`src/inc/pmsbc_params.svh`:
```
/*
 * Constants for the operating-mode sequencer and boost control: register
 * offsets, field positions, reset values and timing counts.
 * Assumes a 100 MHz clk_sys and an 8-bit register port with write strobe.
 */
`ifndef PMSBC_PARAMS_SVH
`define PMSBC_PARAMS_SVH

// Register offsets on the internal register port
`define PMSBC_OFS_CTRL 8'h0_0
`define PMSBC_OFS_VSEL 8'h0_D
`define PMSBC_OFS_STAT 8'h0_E

// Control register fields
`define PMSBC_BIT_ACTIVE 0
`define PMSBC_BIT_BOOST 1
`define PMSBC_BIT_LOAD 2

// Reset values
`define PMSBC_CTRL_RST 8'h0_4
`define PMSBC_VSEL_RST 8'h0_8

// Boost output code range
`define PMSBC_VSEL_MIN 8'h0_8
`define PMSBC_VSEL_MAX 8'h1_4

// Timing
`define PMSBC_CLK_HZ 100000000
`define PMSBC_STARTUP_MS 10
`define PMSBC_SOFT_MS 20
`define PMSBC_STARTUP_CYC ((`PMSBC_CLK_HZ / 1000) * `PMSBC_STARTUP_MS)
`define PMSBC_SOFT_CYC ((`PMSBC_CLK_HZ / 1000) * `PMSBC_SOFT_MS)
`define PMSBC_PERIOD_NS 1000
`define PMSBC_PERIOD_CYC (`PMSBC_PERIOD_NS / 10)
`define PMSBC_MIN_PULSE_NS 45
`define PMSBC_MIN_PULSE_CYC ((`PMSBC_MIN_PULSE_NS + 9) / 10)
`define PMSBC_MAX_DUTY_CYC 90

`endif

```
`src/inc/pmsbc_pkg.sv`:
```
/*
 * Types for the operating-mode sequencer and boost control.
 * Assumes nothing beyond a SystemVerilog compiler.
 */
package pmsbc_pkg;
    // Chip operating modes
    typedef enum logic [2:0] {
        PMSBC_RESET,
        PMSBC_STANDBY,
        PMSBC_STARTUP,
        PMSBC_BOOST_SOFT,
        PMSBC_NORMAL
    } pmsbc_mode_t;

    // Converter modes
    typedef enum logic [1:0] {
        PMSBC_BST_OFF,
        PMSBC_BST_LOWCUR,
        PMSBC_BST_PWM
    } pmsbc_bst_t;
endpackage

```
`src/inc/pmsbc_bst_if.sv`:
```
/*
 * Carrier between the mode sequencer and the PWM core.
 * Assumes both ends share clk_sys.
 */
`timescale 1ns/100ps
interface pmsbc_bst_if;
    import pmsbc_pkg::*;
    pmsbc_bst_t mode;
    logic [7:0] vsel;
    logic load_en;
    logic sw_on;
    logic load_on;

    modport seq (output mode, output vsel, output load_en, input sw_on, input load_on);
    modport pwm (input mode, input vsel, input load_en, output sw_on, output load_on);
endinterface

```
`src/logic/pmsbc_top.sv`:
```
/*
 * Operating-mode sequencer with boost control registers and PWM core.
 * Assumes the register port is synchronous to clk_sys, the internal
 * oscillator drives clk_sys, and power-on reset comes from the analog side.
 */
`timescale 1ns/100ps
`include "pmsbc_params.svh"
module pmsbc_top #(
    parameter int STARTUP_CYC = `PMSBC_STARTUP_CYC,
    parameter int SOFT_CYC = `PMSBC_SOFT_CYC
) (
    input wire logic clk_sys,
    input wire logic rst_b,
    input wire logic ext_reset_n,
    input wire logic por_active,
    input wire logic thermal_shutdown,
    input wire logic current_trip,
    input wire logic reg_wr,
    input wire logic [7:0] reg_addr,
    input wire logic [7:0] reg_wdata,
    output logic [7:0] reg_rdata,
    output pmsbc_pkg::pmsbc_mode_t mode,
    output logic circuits_on,
    output logic led_enable,
    output pmsbc_pkg::pmsbc_bst_t boost_mode,
    output logic [7:0] boost_target,
    output logic boost_switch,
    output logic active_load_on
);
    import pmsbc_pkg::*;

    pmsbc_bst_if bst ();

    logic in_reset;
    logic [7:0] ctrl;
    logic [7:0] next_ctrl;
    logic [7:0] vsel;
    logic [7:0] next_vsel;
    logic [7:0] rdata;
    logic [7:0] next_rdata;
    pmsbc_mode_t next_mode;
    logic [24:0] timer;
    logic [24:0] next_timer;
    logic boost_q;
    logic [7:0] target_clamped;
    logic [7:0] target_q;
    logic [7:0] next_target_q;
    logic active_req;
    logic boost_req;
    logic boost_rise;

    // Either reset source forces the reset state with no other condition
    assign in_reset = !ext_reset_n || por_active;

    assign active_req = ctrl[`PMSBC_BIT_ACTIVE];
    assign boost_req = ctrl[`PMSBC_BIT_BOOST];
    // Boost enable rising in normal mode restarts the soft start
    assign boost_rise = boost_req && !boost_q;

    // Register port; writes accepted whenever neither reset input is asserted, whatever the mode
    always_comb begin
        next_ctrl = ctrl;
        next_vsel = vsel;
        next_rdata = 8'h0_0;
        if (in_reset) begin
            next_ctrl = `PMSBC_CTRL_RST;
            next_vsel = `PMSBC_VSEL_RST;
        end else if (reg_wr) begin
            // Whole-byte writes, so any mix of bits changes at once
            unique case (reg_addr)
                `PMSBC_OFS_CTRL: begin
                    next_ctrl = {5'h0_0, reg_wdata[2:0]};
                end
                `PMSBC_OFS_VSEL: begin
                    next_vsel = reg_wdata;
                end
                default: begin
                end
            endcase
        end
        // Unmapped addresses read as zero
        unique case (reg_addr)
            `PMSBC_OFS_CTRL: next_rdata = ctrl;
            `PMSBC_OFS_VSEL: next_rdata = vsel;
            `PMSBC_OFS_STAT: next_rdata = {3'h0, thermal_shutdown, 1'b0, 3'(mode)};
            default: next_rdata = 8'h0_0;
        endcase
    end

    always_ff @(posedge clk_sys or negedge rst_b) begin
        if (!rst_b) begin
            ctrl <= `PMSBC_CTRL_RST;
            vsel <= `PMSBC_VSEL_RST;
            rdata <= 8'h0_0;
        end else begin
            ctrl <= next_ctrl;
            vsel <= next_vsel;
            rdata <= next_rdata;
        end
    end

    assign reg_rdata = rdata;

    // Mode sequencer; delays are cycle counts on the oscillator clock
    always_comb begin
        next_mode = mode;
        next_timer = timer;
        if (in_reset) begin
            next_mode = PMSBC_RESET;
            next_timer = 25'h0;
        end else if (!active_req) begin
            next_mode = PMSBC_STANDBY;
            next_timer = 25'h0;
        end else begin
            unique case (mode)
                PMSBC_RESET: begin
                    next_mode = PMSBC_STANDBY;
                    next_timer = 25'h0;
                end
                PMSBC_STANDBY: begin
                    next_mode = PMSBC_STARTUP;
                    next_timer = 25'h0;
                end
                PMSBC_STARTUP: begin
                    if (thermal_shutdown) begin
                        next_timer = 25'h0;
                    end else if (timer >= 25'(STARTUP_CYC - 1)) begin
                        next_timer = 25'h0;
                        next_mode = boost_req ? PMSBC_BOOST_SOFT : PMSBC_NORMAL;
                    end else begin
                        next_timer = timer + 25'h1;
                    end
                end
                PMSBC_BOOST_SOFT: begin
                    if (thermal_shutdown) begin
                        next_mode = PMSBC_STARTUP;
                        next_timer = 25'h0;
                    end else if (!boost_req) begin
                        next_mode = PMSBC_NORMAL;
                        next_timer = 25'h0;
                    end else if (timer >= 25'(SOFT_CYC - 1)) begin
                        next_mode = PMSBC_NORMAL;
                        next_timer = 25'h0;
                    end else begin
                        next_timer = timer + 25'h1;
                    end
                end
                PMSBC_NORMAL: begin
                    next_timer = 25'h0;
                    if (thermal_shutdown) begin
                        next_mode = PMSBC_STARTUP;
                    end else if (boost_rise) begin
                        next_mode = PMSBC_BOOST_SOFT;
                    end
                end
                // Unused codes, or an unknown state before the first reset, fall back to reset
                default: begin
                    next_mode = PMSBC_RESET;
                    next_timer = 25'h0;
                end
            endcase
        end
    end

    always_ff @(posedge clk_sys or negedge rst_b) begin
        if (!rst_b) begin
            mode <= PMSBC_RESET;
            timer <= 25'h0;
            boost_q <= 1'b0;
        end else begin
            mode <= next_mode;
            timer <= next_timer;
            boost_q <= boost_req;
        end
    end

    // Clamped target registered so the feedback divider sees a clean code
    pmsbc_clamp u_clamp (
        .code_in(vsel),
        .code_out(target_clamped)
    );

    always_comb begin
        next_target_q = target_clamped;
    end

    always_ff @(posedge clk_sys or negedge rst_b) begin
        if (!rst_b) begin
            target_q <= `PMSBC_VSEL_MIN;
        end else begin
            target_q <= next_target_q;
        end
    end

    // Converter mode follows the sequencer; boost off unless enabled
    always_comb begin
        bst.mode = PMSBC_BST_OFF;
        if (mode == PMSBC_BOOST_SOFT) begin
            bst.mode = PMSBC_BST_LOWCUR;
        end else if (mode == PMSBC_NORMAL && boost_req && boost_q) begin
            // A fresh enable waits one cycle for soft start, so full PWM never runs unsoftened
            bst.mode = PMSBC_BST_PWM;
        end
    end

    assign bst.vsel = target_q;
    assign bst.load_en = ctrl[`PMSBC_BIT_LOAD];

    pmsbc_pwm u_pwm (
        .clk_sys(clk_sys),
        .rst_b(rst_b),
        .current_trip(current_trip),
        .bst(bst)
    );

    // Outputs; LEDs held off through soft start, since supply is still ramping
    assign circuits_on = (mode == PMSBC_STARTUP) || (mode == PMSBC_BOOST_SOFT)
        || (mode == PMSBC_NORMAL);
    assign led_enable = (mode == PMSBC_NORMAL) && !thermal_shutdown;
    assign boost_mode = bst.mode;
    assign boost_target = target_q;
    assign boost_switch = bst.sw_on;
    assign active_load_on = bst.load_on;
endmodule

```
`src/logic/pmsbc_clamp.sv`:
```
/*
 * Clamps the boost output code into the valid voltage range.
 * Assumes a registered code at its input.
 */
`timescale 1ns/100ps
`include "pmsbc_params.svh"
module pmsbc_clamp (
    input wire logic [7:0] code_in,
    output logic [7:0] code_out
);
    import pmsbc_pkg::*;

    // Out-of-range codes saturate rather than wrap
    always_comb begin
        if (code_in < `PMSBC_VSEL_MIN) begin
            code_out = `PMSBC_VSEL_MIN;
        end else if (code_in > `PMSBC_VSEL_MAX) begin
            code_out = `PMSBC_VSEL_MAX;
        end else begin
            code_out = code_in;
        end
    end
endmodule

```
`src/logic/pmsbc_pwm.sv`:
```
/*
 * Digital switch timing of the boost converter: fixed period, a minimum
 * pulse every period, a duty cap, and the active-load gate.
 * Assumes the analog loop supplies a current-trip level each cycle.
 */
`timescale 1ns/100ps
`include "pmsbc_params.svh"
module pmsbc_pwm #(
    parameter int PERIOD = `PMSBC_PERIOD_CYC,
    parameter int MIN_PULSE = `PMSBC_MIN_PULSE_CYC,
    parameter int MAX_DUTY = `PMSBC_MAX_DUTY_CYC
) (
    input wire logic clk_sys,
    input wire logic rst_b,
    input wire logic current_trip,
    pmsbc_bst_if.pwm bst
);
    import pmsbc_pkg::*;

    logic [7:0] phase;
    logic [7:0] next_phase;
    logic sw_q;
    logic next_sw_q;

    // Phase counter and switch latch; trip ends the pulse only after the minimum width
    always_comb begin
        next_phase = (phase == 8'(PERIOD - 1)) ? 8'h0_0 : phase + 8'h0_1;
        next_sw_q = sw_q;
        if (bst.mode == PMSBC_BST_OFF) begin
            next_phase = 8'h0_0;
            next_sw_q = 1'b0;
        end else if (phase == 8'(PERIOD - 1)) begin
            next_sw_q = 1'b1;
        end else if (phase >= 8'(MAX_DUTY - 1)) begin
            next_sw_q = 1'b0;
        end else if (phase >= 8'(MIN_PULSE - 1) && current_trip) begin
            next_sw_q = 1'b0;
        end else if (bst.mode == PMSBC_BST_LOWCUR && phase >= 8'(2 * MIN_PULSE - 1)) begin
            next_sw_q = 1'b0;
        end
    end

    always_ff @(posedge clk_sys or negedge rst_b) begin
        if (!rst_b) begin
            phase <= 8'h0_0;
            sw_q <= 1'b0;
        end else begin
            phase <= next_phase;
            sw_q <= next_sw_q;
        end
    end

    // Active load only while switching; off when disabled, accepting pulse skipping
    assign bst.sw_on = sw_q;
    assign bst.load_on = bst.load_en && (bst.mode != PMSBC_BST_OFF);
endmodule

```
`config.mk`:
```
export PLATFORM = sky130hd
export DESIGN_NAME = pmsbc_top
export DESIGN_NICKNAME = d
export VERILOG_FILES = /design/src/inc/pmsbc_pkg.sv /design/src/inc/pmsbc_bst_if.sv /design/src/logic/pmsbc_top.sv /design/src/logic/pmsbc_clamp.sv /design/src/logic/pmsbc_pwm.sv
export VERILOG_INCLUDE_DIRS = /design/src /design/src/inc
export SDC_FILE = /design/constraint.sdc
export NUM_CORES = 1
export LEC_CHECK = 0
export BUFFER_PORTS_ARGS = -buffer_cell sky130_fd_sc_hd__buf_2
export CAP_MARGIN = 40
export CORE_ASPECT_RATIO = 1.5
export CORE_MARGIN = 3
export CORE_UTILIZATION = 25
export DETAILED_ROUTE_END_ITERATION = 16
export PLACE_DENSITY = 0.39
export SYNTH_ARGS = -nofsm -noshare
export SYNTH_HDL_FRONTEND = slang
export SYNTH_SLANG_ARGS = --single-unit
```
`constraint.sdc`:
```
create_clock -name clk_sys -period 2.1 [get_ports clk_sys]
set_clock_uncertainty 0.2 [all_clocks]
set_input_delay 0.315 -clock clk_sys [delete_from_list [all_inputs] [get_ports clk_sys]]
set_output_delay 0.315 -clock clk_sys [all_outputs]
set_load 0.01 [all_outputs]
```
# Word level (Yosys, flattened, before mapping)
# Index checks and enable logic that the tools add are counted.
# word_totals
reg_bits	70
latchBits	0
ram_bits	0
mem_bits_ro	0
input_bits	23
word_cells	91
mem_count	0
# classes
addsub	2
n_mul	0
div_mod_pow	0
order_cmp	7
eq_ne	12
shift	0
n_mux	37
bitwise_logic	0
n_reduce_logical	24
# ops
operator	count
2-to-1 mux 25 bit	7
2-to-1 mux 8 bit	10
one-hot mux 25 bit (2 select lines)	1
2-to-1 mux 3 bit	10
adder 25 x 1 -> 25 bit (second input constant)	1
greater-or-equal comparator 25 x 20 -> 1 bit (second input constant)	1
greater-or-equal comparator 25 x 21 -> 1 bit (second input constant)	1
one-hot mux 8 bit (3 select lines)	1
equality test 8 x 4 -> 1 bit (second input constant)	2
one-hot mux 3 bit (5 select lines)	1
adder 8 x 1 -> 8 bit (second input constant)	1
equality test 8 x 7 -> 1 bit (second input constant)	1
greater-or-equal comparator 8 x 3 -> 1 bit (second input constant)	1
greater-or-equal comparator 8 x 4 -> 1 bit (second input constant)	1
greater-or-equal comparator 8 x 7 -> 1 bit (second input constant)	1
> comparator 8 x 5 -> 1 bit (second input constant)	1
zero test 8 bit	1
< comparator 8 x 4 -> 1 bit (second input constant)	1
!= test 4 bit (second input constant)	2
nonzero test 2 bit	4
logical AND 1 bit	7
equality test 3 x 2 -> 1 bit (second input constant)	2
!= test 6 bit (second input constant)	1
2-to-1 mux 1 bit	5
other kinds (12)	18

# Depth between registers and ports, before layout
# logic_depth
word_depth	12
depth_mapped	8
depth_no_buf	8

# Cells and area by module
# A second synthesis with hierarchy kept.
# hier_totals
hier_cells	326
hier_area_um2	3293.2
# by_module_without_submodules
mod	instances	cells_each	area_per_inst_um2	seq_area_each_um2
pmsbc_top	1	255	2652.5	1405.1
pmsbc_pwm	1	57	540.5	225.2
pmsbc_clamp	1	14	100.1	0.0

# Worst setup path before layout
# OpenSTA, ideal clock, no wires.
# synth_path
path_type	register to register
from	reg timer[0]
to	reg mode[2]
setup_ns	0.125
t_arrival_ns	1.954
t_required_ns	1.775
slack_ns	-0.179
stages_incl_launch_ff	8
cell_sequence	dfrtp_1 > ha_1 > a21o_1 > a311o_2 > nand3_1 > nand3b_1 > o21ai_0 > mux2_2
# synth_via
elab_chain_cells	3
elab_cells_between_ends	5
classes_between	2 x order compare; 2 x eq/ne; 1 x reduce/logical
# synth_lines
item	line_no	source
start: declaration	pmsbc_top.sv:42	logic [24:0] timer;
start signal: assignment	pmsbc_top.sv:172	timer <= next_timer;
greater-or-equal comparator 25 x 21 -> 1 bit / greater-or-equal comparator 25 x 20 -> 1 bit (equally long branches)	pmsbc_top.sv:141, pmsbc_top.sv:127	
!= test 6 bit (no source line) / != test 4 bit (equally long branches)	--	
AND reduction 4 bit (no source line) *	--	
end signal: assignment	pmsbc_top.sv:171	mode <= next_mode;
end: declaration	pmsbc_top.sv:22	output pmsbc_pkg::pmsbc_mode_t mode,
# Every way passes the cells marked *; elsewhere a longest branch is shown, timed or not.
# A chain may end at the register's enable or synchronous reset.

# Worst setup path after layout
# layout_path
from	reg timer[0]
to	reg timer[17]
# layout_via
elab_chain_cells	7
elab_cells_between_ends	11
classes_between	1 x add/sub; 2 x order compare; 8 x mux
# layout_lines
item	line_no	source
adder 25 x 1 -> 25 bit / greater-or-equal comparator 25 x 21 -> 1 bit (equally long branches)	pmsbc_top.sv:131, pmsbc_top.sv:145, pmsbc_top.sv:141	
2-to-1 mux 25 bit	pmsbc_top.sv:141	end else if (timer >= 25'(SOFT_CYC - 1)) begin
2-to-1 mux 25 bit	pmsbc_top.sv:138	end else if (!boost_req) begin
2-to-1 mux 25 bit	pmsbc_top.sv:135	if (thermal_shutdown) begin
one-hot mux 25 bit (2 select lines) *	pmsbc_top.sv:115	unique case (mode)
2-to-1 mux 25 bit *	pmsbc_top.sv:111	end else if (!active_req) begin
2-to-1 mux 25 bit *	pmsbc_top.sv:108	if (in_reset) begin
named net next_timer[17]	pmsbc_top.sv:43	logic [24:0] next_timer;
# The timed path passes the listed nets; every way through them passes the cells marked *.

==> flow_results.org <==
** Outcome
- The run finished, with violations left.
- Failing checks :: setup timing

** Cells and area
- Layout fillers :: approximately 1300
- Proportion of layout cells with a drive suffix above 1 :: 36.28%
- Finished Core Util :: 36.81%
- Antenna cell count :: 0
- The sequential cells in the finished layout cover a total of 1635 sq um.
- Most frequent standard cell in the layout excluding fill and tap cells :: sky130_fd_sc_hd__dfrtp_1
- After the flow finishes, the layout carries non-filler instances totaling slightly below 600.
- The library cells used most frequently in the layout, excluding fill and tap cells, are sky130_fd_sc_hd__dfrtp_1, sky130_fd_sc_hd__buf_4, sky130_fd_sc_hd__buf_2.
- Relative area change from synthesis to final layout :: 41.76%
- Area of combinational cells with multiple inputs :: 1620 sq um
- With fillers left out, the area of the finished cells amounts to 4468 sq um.
- At the end of the flow, the number of nets in the layout was 464.

** Floorplan
- The total area inside the core boundary comes to 12140 sq um.
- Die height :: 143.5 um
- Die outline area :: 14020 sq um
- Starting Density :: 25.96%
- In this run the core area contains 49 standard-cell rows.
- Die span in x :: 97.68 um
- 48 I/O pins were placed.

** Timing
- For the finished layout, the period the worst path requires is 2.119 ns.
- The worst pin sits at a relative slew slack of 62.92%.
- Least-Margin Pin Slew :: 0.5562 ns
- Across all hold checks on the routed design, the worst slack comes to 0.03361 ns.
- The number of failing hold endpoints at the final stage was 0.
- Setup repair after global routing missed its margin :: true
- Pins over their slew limit :: 0
- Setup-failing EPs final :: 6
- Final setup slack of the worst path :: -0.01946 ns
- Max Clk Rate :: 471.8 MHz
- Share of the cycle needed by the critical path after routing :: 100.9%

** Global routing
- Wire length of the first global-routing pass :: 14460 um
- GRT Residual Overflow :: 0
- Number of global-route vias before repair :: 2831
- Global Route Usage Sum :: 13.09%
- Initial antenna violation count :: 0
- Entering global routing, the biggest net connects 42 pins.

** Drt
- Number of nets with antenna violations after detailed routing :: 0
- After detailed routing, the average wire length per cell comes to roughly 15 um.
- Number of iterations in the first detailed-routing pass :: 4
- Final wirelength :: 8616 um
- Drt drc :: 0
- The first routing iteration left about 110 violations.
- Via density per instance :: 4.608
- The routed layout has 2737 vias.

** Clocking
- After clock tree synthesis, the clock-pin slew on the worst setup and hold paths is about 0.060 ns.
- TritonCTS created 9 clock buffers.
- Skew-Pair Late Insertion Delay :: 0.33 ns
- The tree built by TritonCTS fans out to 65 sinks.
- The tree is rooted in a sky130_fd_sc_hd__clkbuf_16.
- In this run the deepest clock path goes through 2 buffers.
- The H-tree was split into 3 levels.
- CTS tree :: done

** Power and ir drop
- Power per Cell Area :: 689.3 nW/um^2
- The analysis attributes to cell leakage a power of 1.960 nW.
- Highest ir drop seen on vdd :: 0.0003754 V

** Setup path
- Along the worst path, the maximum fanout reaches 6.
- Critical path required time :: 2.16 ns
- STA classifies the critical path startpoint as a flop.
- Worst Path Class, Setup :: flop to flop
- Worst endpoint data arrival time :: 2.17 ns
- Crit. End Element :: flop

** Yosys
- The share of the Yosys chip area taken by registers is around half.
- Post-synth EDFFs :: 0
- The synthesized netlist devotes a little over 7% of its cell area to XOR and XNOR gates.
- Async set or reset register ratio after synthesis :: 100.0%
- In this run the cell area of the synthesized design comes to 3152 sq um.
- Synth unique cells :: 50
- Combinational family with the most area after synthesis :: simple AND/OR/NAND/NOR gates
- Share of cell area taken by muxes after synthesis :: less than 1%
- After Yosys synthesis, full adders, half adders and majority gates account for 1.985% of the synthesized area.
- After synthesis, the mean cell area works out to 9.522 sq um.
- Share of the synthesized area in compound gates (AO/OA/AOI/OAI) :: 8.416%
- The synthesized netlist devotes between 20% and 30% of its cell area to simple gates.
- Synthesis Warnings :: 0
- Number of cells produced by synthesis :: 331
- In this run, synthesis produced a sequential element count of 65.
- Primary flip-flop cell chosen by synthesis mapping :: sky130_fd_sc_hd__dfrtp_1

** Placement
- I/O Buffers :: 47
- Counting tap cells, the placed design contains a total of 569 instances.
- Summing all placed instances gives a cell area of 3884 sq um.
- Final estimated routing congestion in global placement :: 0.7946
- HPWL after DPL :: around 6100 um

** Flow run
- Across the run, the number of max-cap violations was 0.

** Hold path
- In this run the worst hold path is classified as input pin to flop.
-- cell usage after synthesis (6+ instances only) --
library cell	n	area, sq um
sky130_fd_sc_hd__nand3_1	32	160.2
sky130_fd_sc_hd__and2_1	7	43.79
sky130_fd_sc_hd__nand2_1	37	138.9
sky130_fd_sc_hd__nor4_1	9	56.30
sky130_fd_sc_hd__xnor2_1	17	148.9
sky130_fd_sc_hd__nor3_1	6	30.03
sky130_fd_sc_hd__xor2_1	9	78.83
sky130_fd_sc_hd__nor2_1	47	176.4
sky130_fd_sc_hd__inv_1	12	45.04
sky130_fd_sc_hd__a21oi_1	13	65.06
sky130_fd_sc_hd__dfrtp_1	62	1551
-- worst paths after layout --
kind | slack, ns | start | endpoint | cells past startpoint
worst min register to register | 0.26 | vsel[7] | boost_target[3] | 1
worst min-delay path | 0.03 | reg_wdata[3] | vsel[3] | 3
min in group asynchronous | 0.33 | rst_b | vsel[6] | 3
worst max register to register | -0.02 | timer[0] | timer[17] | 7
max in group asynchronous | 0.86 | rst_b | mode[2] | 3
worst max-delay path | -0.02 | timer[0] | timer[17] | 7
-- registers in the layout, summed over array words and instances, names as in the netlist --
name / cells
reg_rdata: 8
u_pwm.bst.sw_on: 1
timer: 25
ctrl: 3
mode: 3
vsel: 8
boost_q: 1
u_pwm.phase: 8
boost_target: 8
-- power breakdown --
part | total (W) | leakage, nW | internal [W] | switching (W)
registers | 0.00127 | 0.874 | 0.00126 | 0.00000568
logic | 0.0000954 | 0.915 | 0.0000351 | 0.0000603
clock network | 0.00172 | 0.170 | 0.00116 | 0.000556
total | 0.00308 | 1.96 | 0.00246 | 0.000623
-- what timing repair did --
action	in CTS	in global routing
cloned	3	0
endpoints found under the hold margin	62	0
hold buffers	1	0
pin swaps	11	5
gates resized for setup	27	17
setup buffers	6	1
setup endpoints to repair	26	25
-- final cells by class --
| type | count | area share, % |
|---|---|---|
| multi-input cells | 251 | 36.26 |
| clock inverters | 7 | 2.632 |
| well taps | 153 | 4.285 |
| inverters | 12 | 1.008 |
| flip-flops and latches | 65 | 36.60 |
| clock buffers | 9 | 5.041 |
| repair buffers | 97 | 14.17 |
-- critical path, cell delays in order, from the launching register on --
cell and delay, ns:
sky130_fd_sc_hd__dfrtp_1 0.41, sky130_fd_sc_hd__ha_4 0.17, sky130_fd_sc_hd__a21o_1 0.15, sky130_fd_sc_hd__a311o_2 0.38, sky130_fd_sc_hd__nand2_1 0.08, sky130_fd_sc_hd__a22oi_2 0.12
sky130_fd_sc_hd__or3_4 0.43, sky130_fd_sc_hd__nor2_1 0.11
-- through the flow --
step           setup WS (ns)  TNS (ns)  total power, W
4_1_cts             -0.02997   -0.1374        0.003138
3_3_place_gp         -0.1353    -2.392        0.001382
3_5_place_dp         -0.1336    -2.568        0.001383
5_1_grt              -0.1059    -1.987        0.003211
6_report            -0.01946  -0.05950        0.003080
2_1_floorplan       -0.03788   -0.2040        0.001308
-- logic make-up (layout without fill, tap and decap cells) --
family          Yosys count  count (layout)
compound gates           40              40
xor+xnor                 26              26
fa+ha+maj                 5               5
buf+inv                  24             125
flops                    65              65
mux                       2               2
other cells               1               7
simple gates            168             171
-- routing by layer --
metal	part of all wire (%)	vias to the layer above	global-route usage, %	wire [um]
met5	0	-	0	0
met4	1.7	0	5.106	147
met3	3.5	14	3.400	298
met2	55	51	24.58	4755
met1	40	1323	13.97	3414
li1	-	1349	-	-
Note: power is estimated with default switching activity, not from simulation.
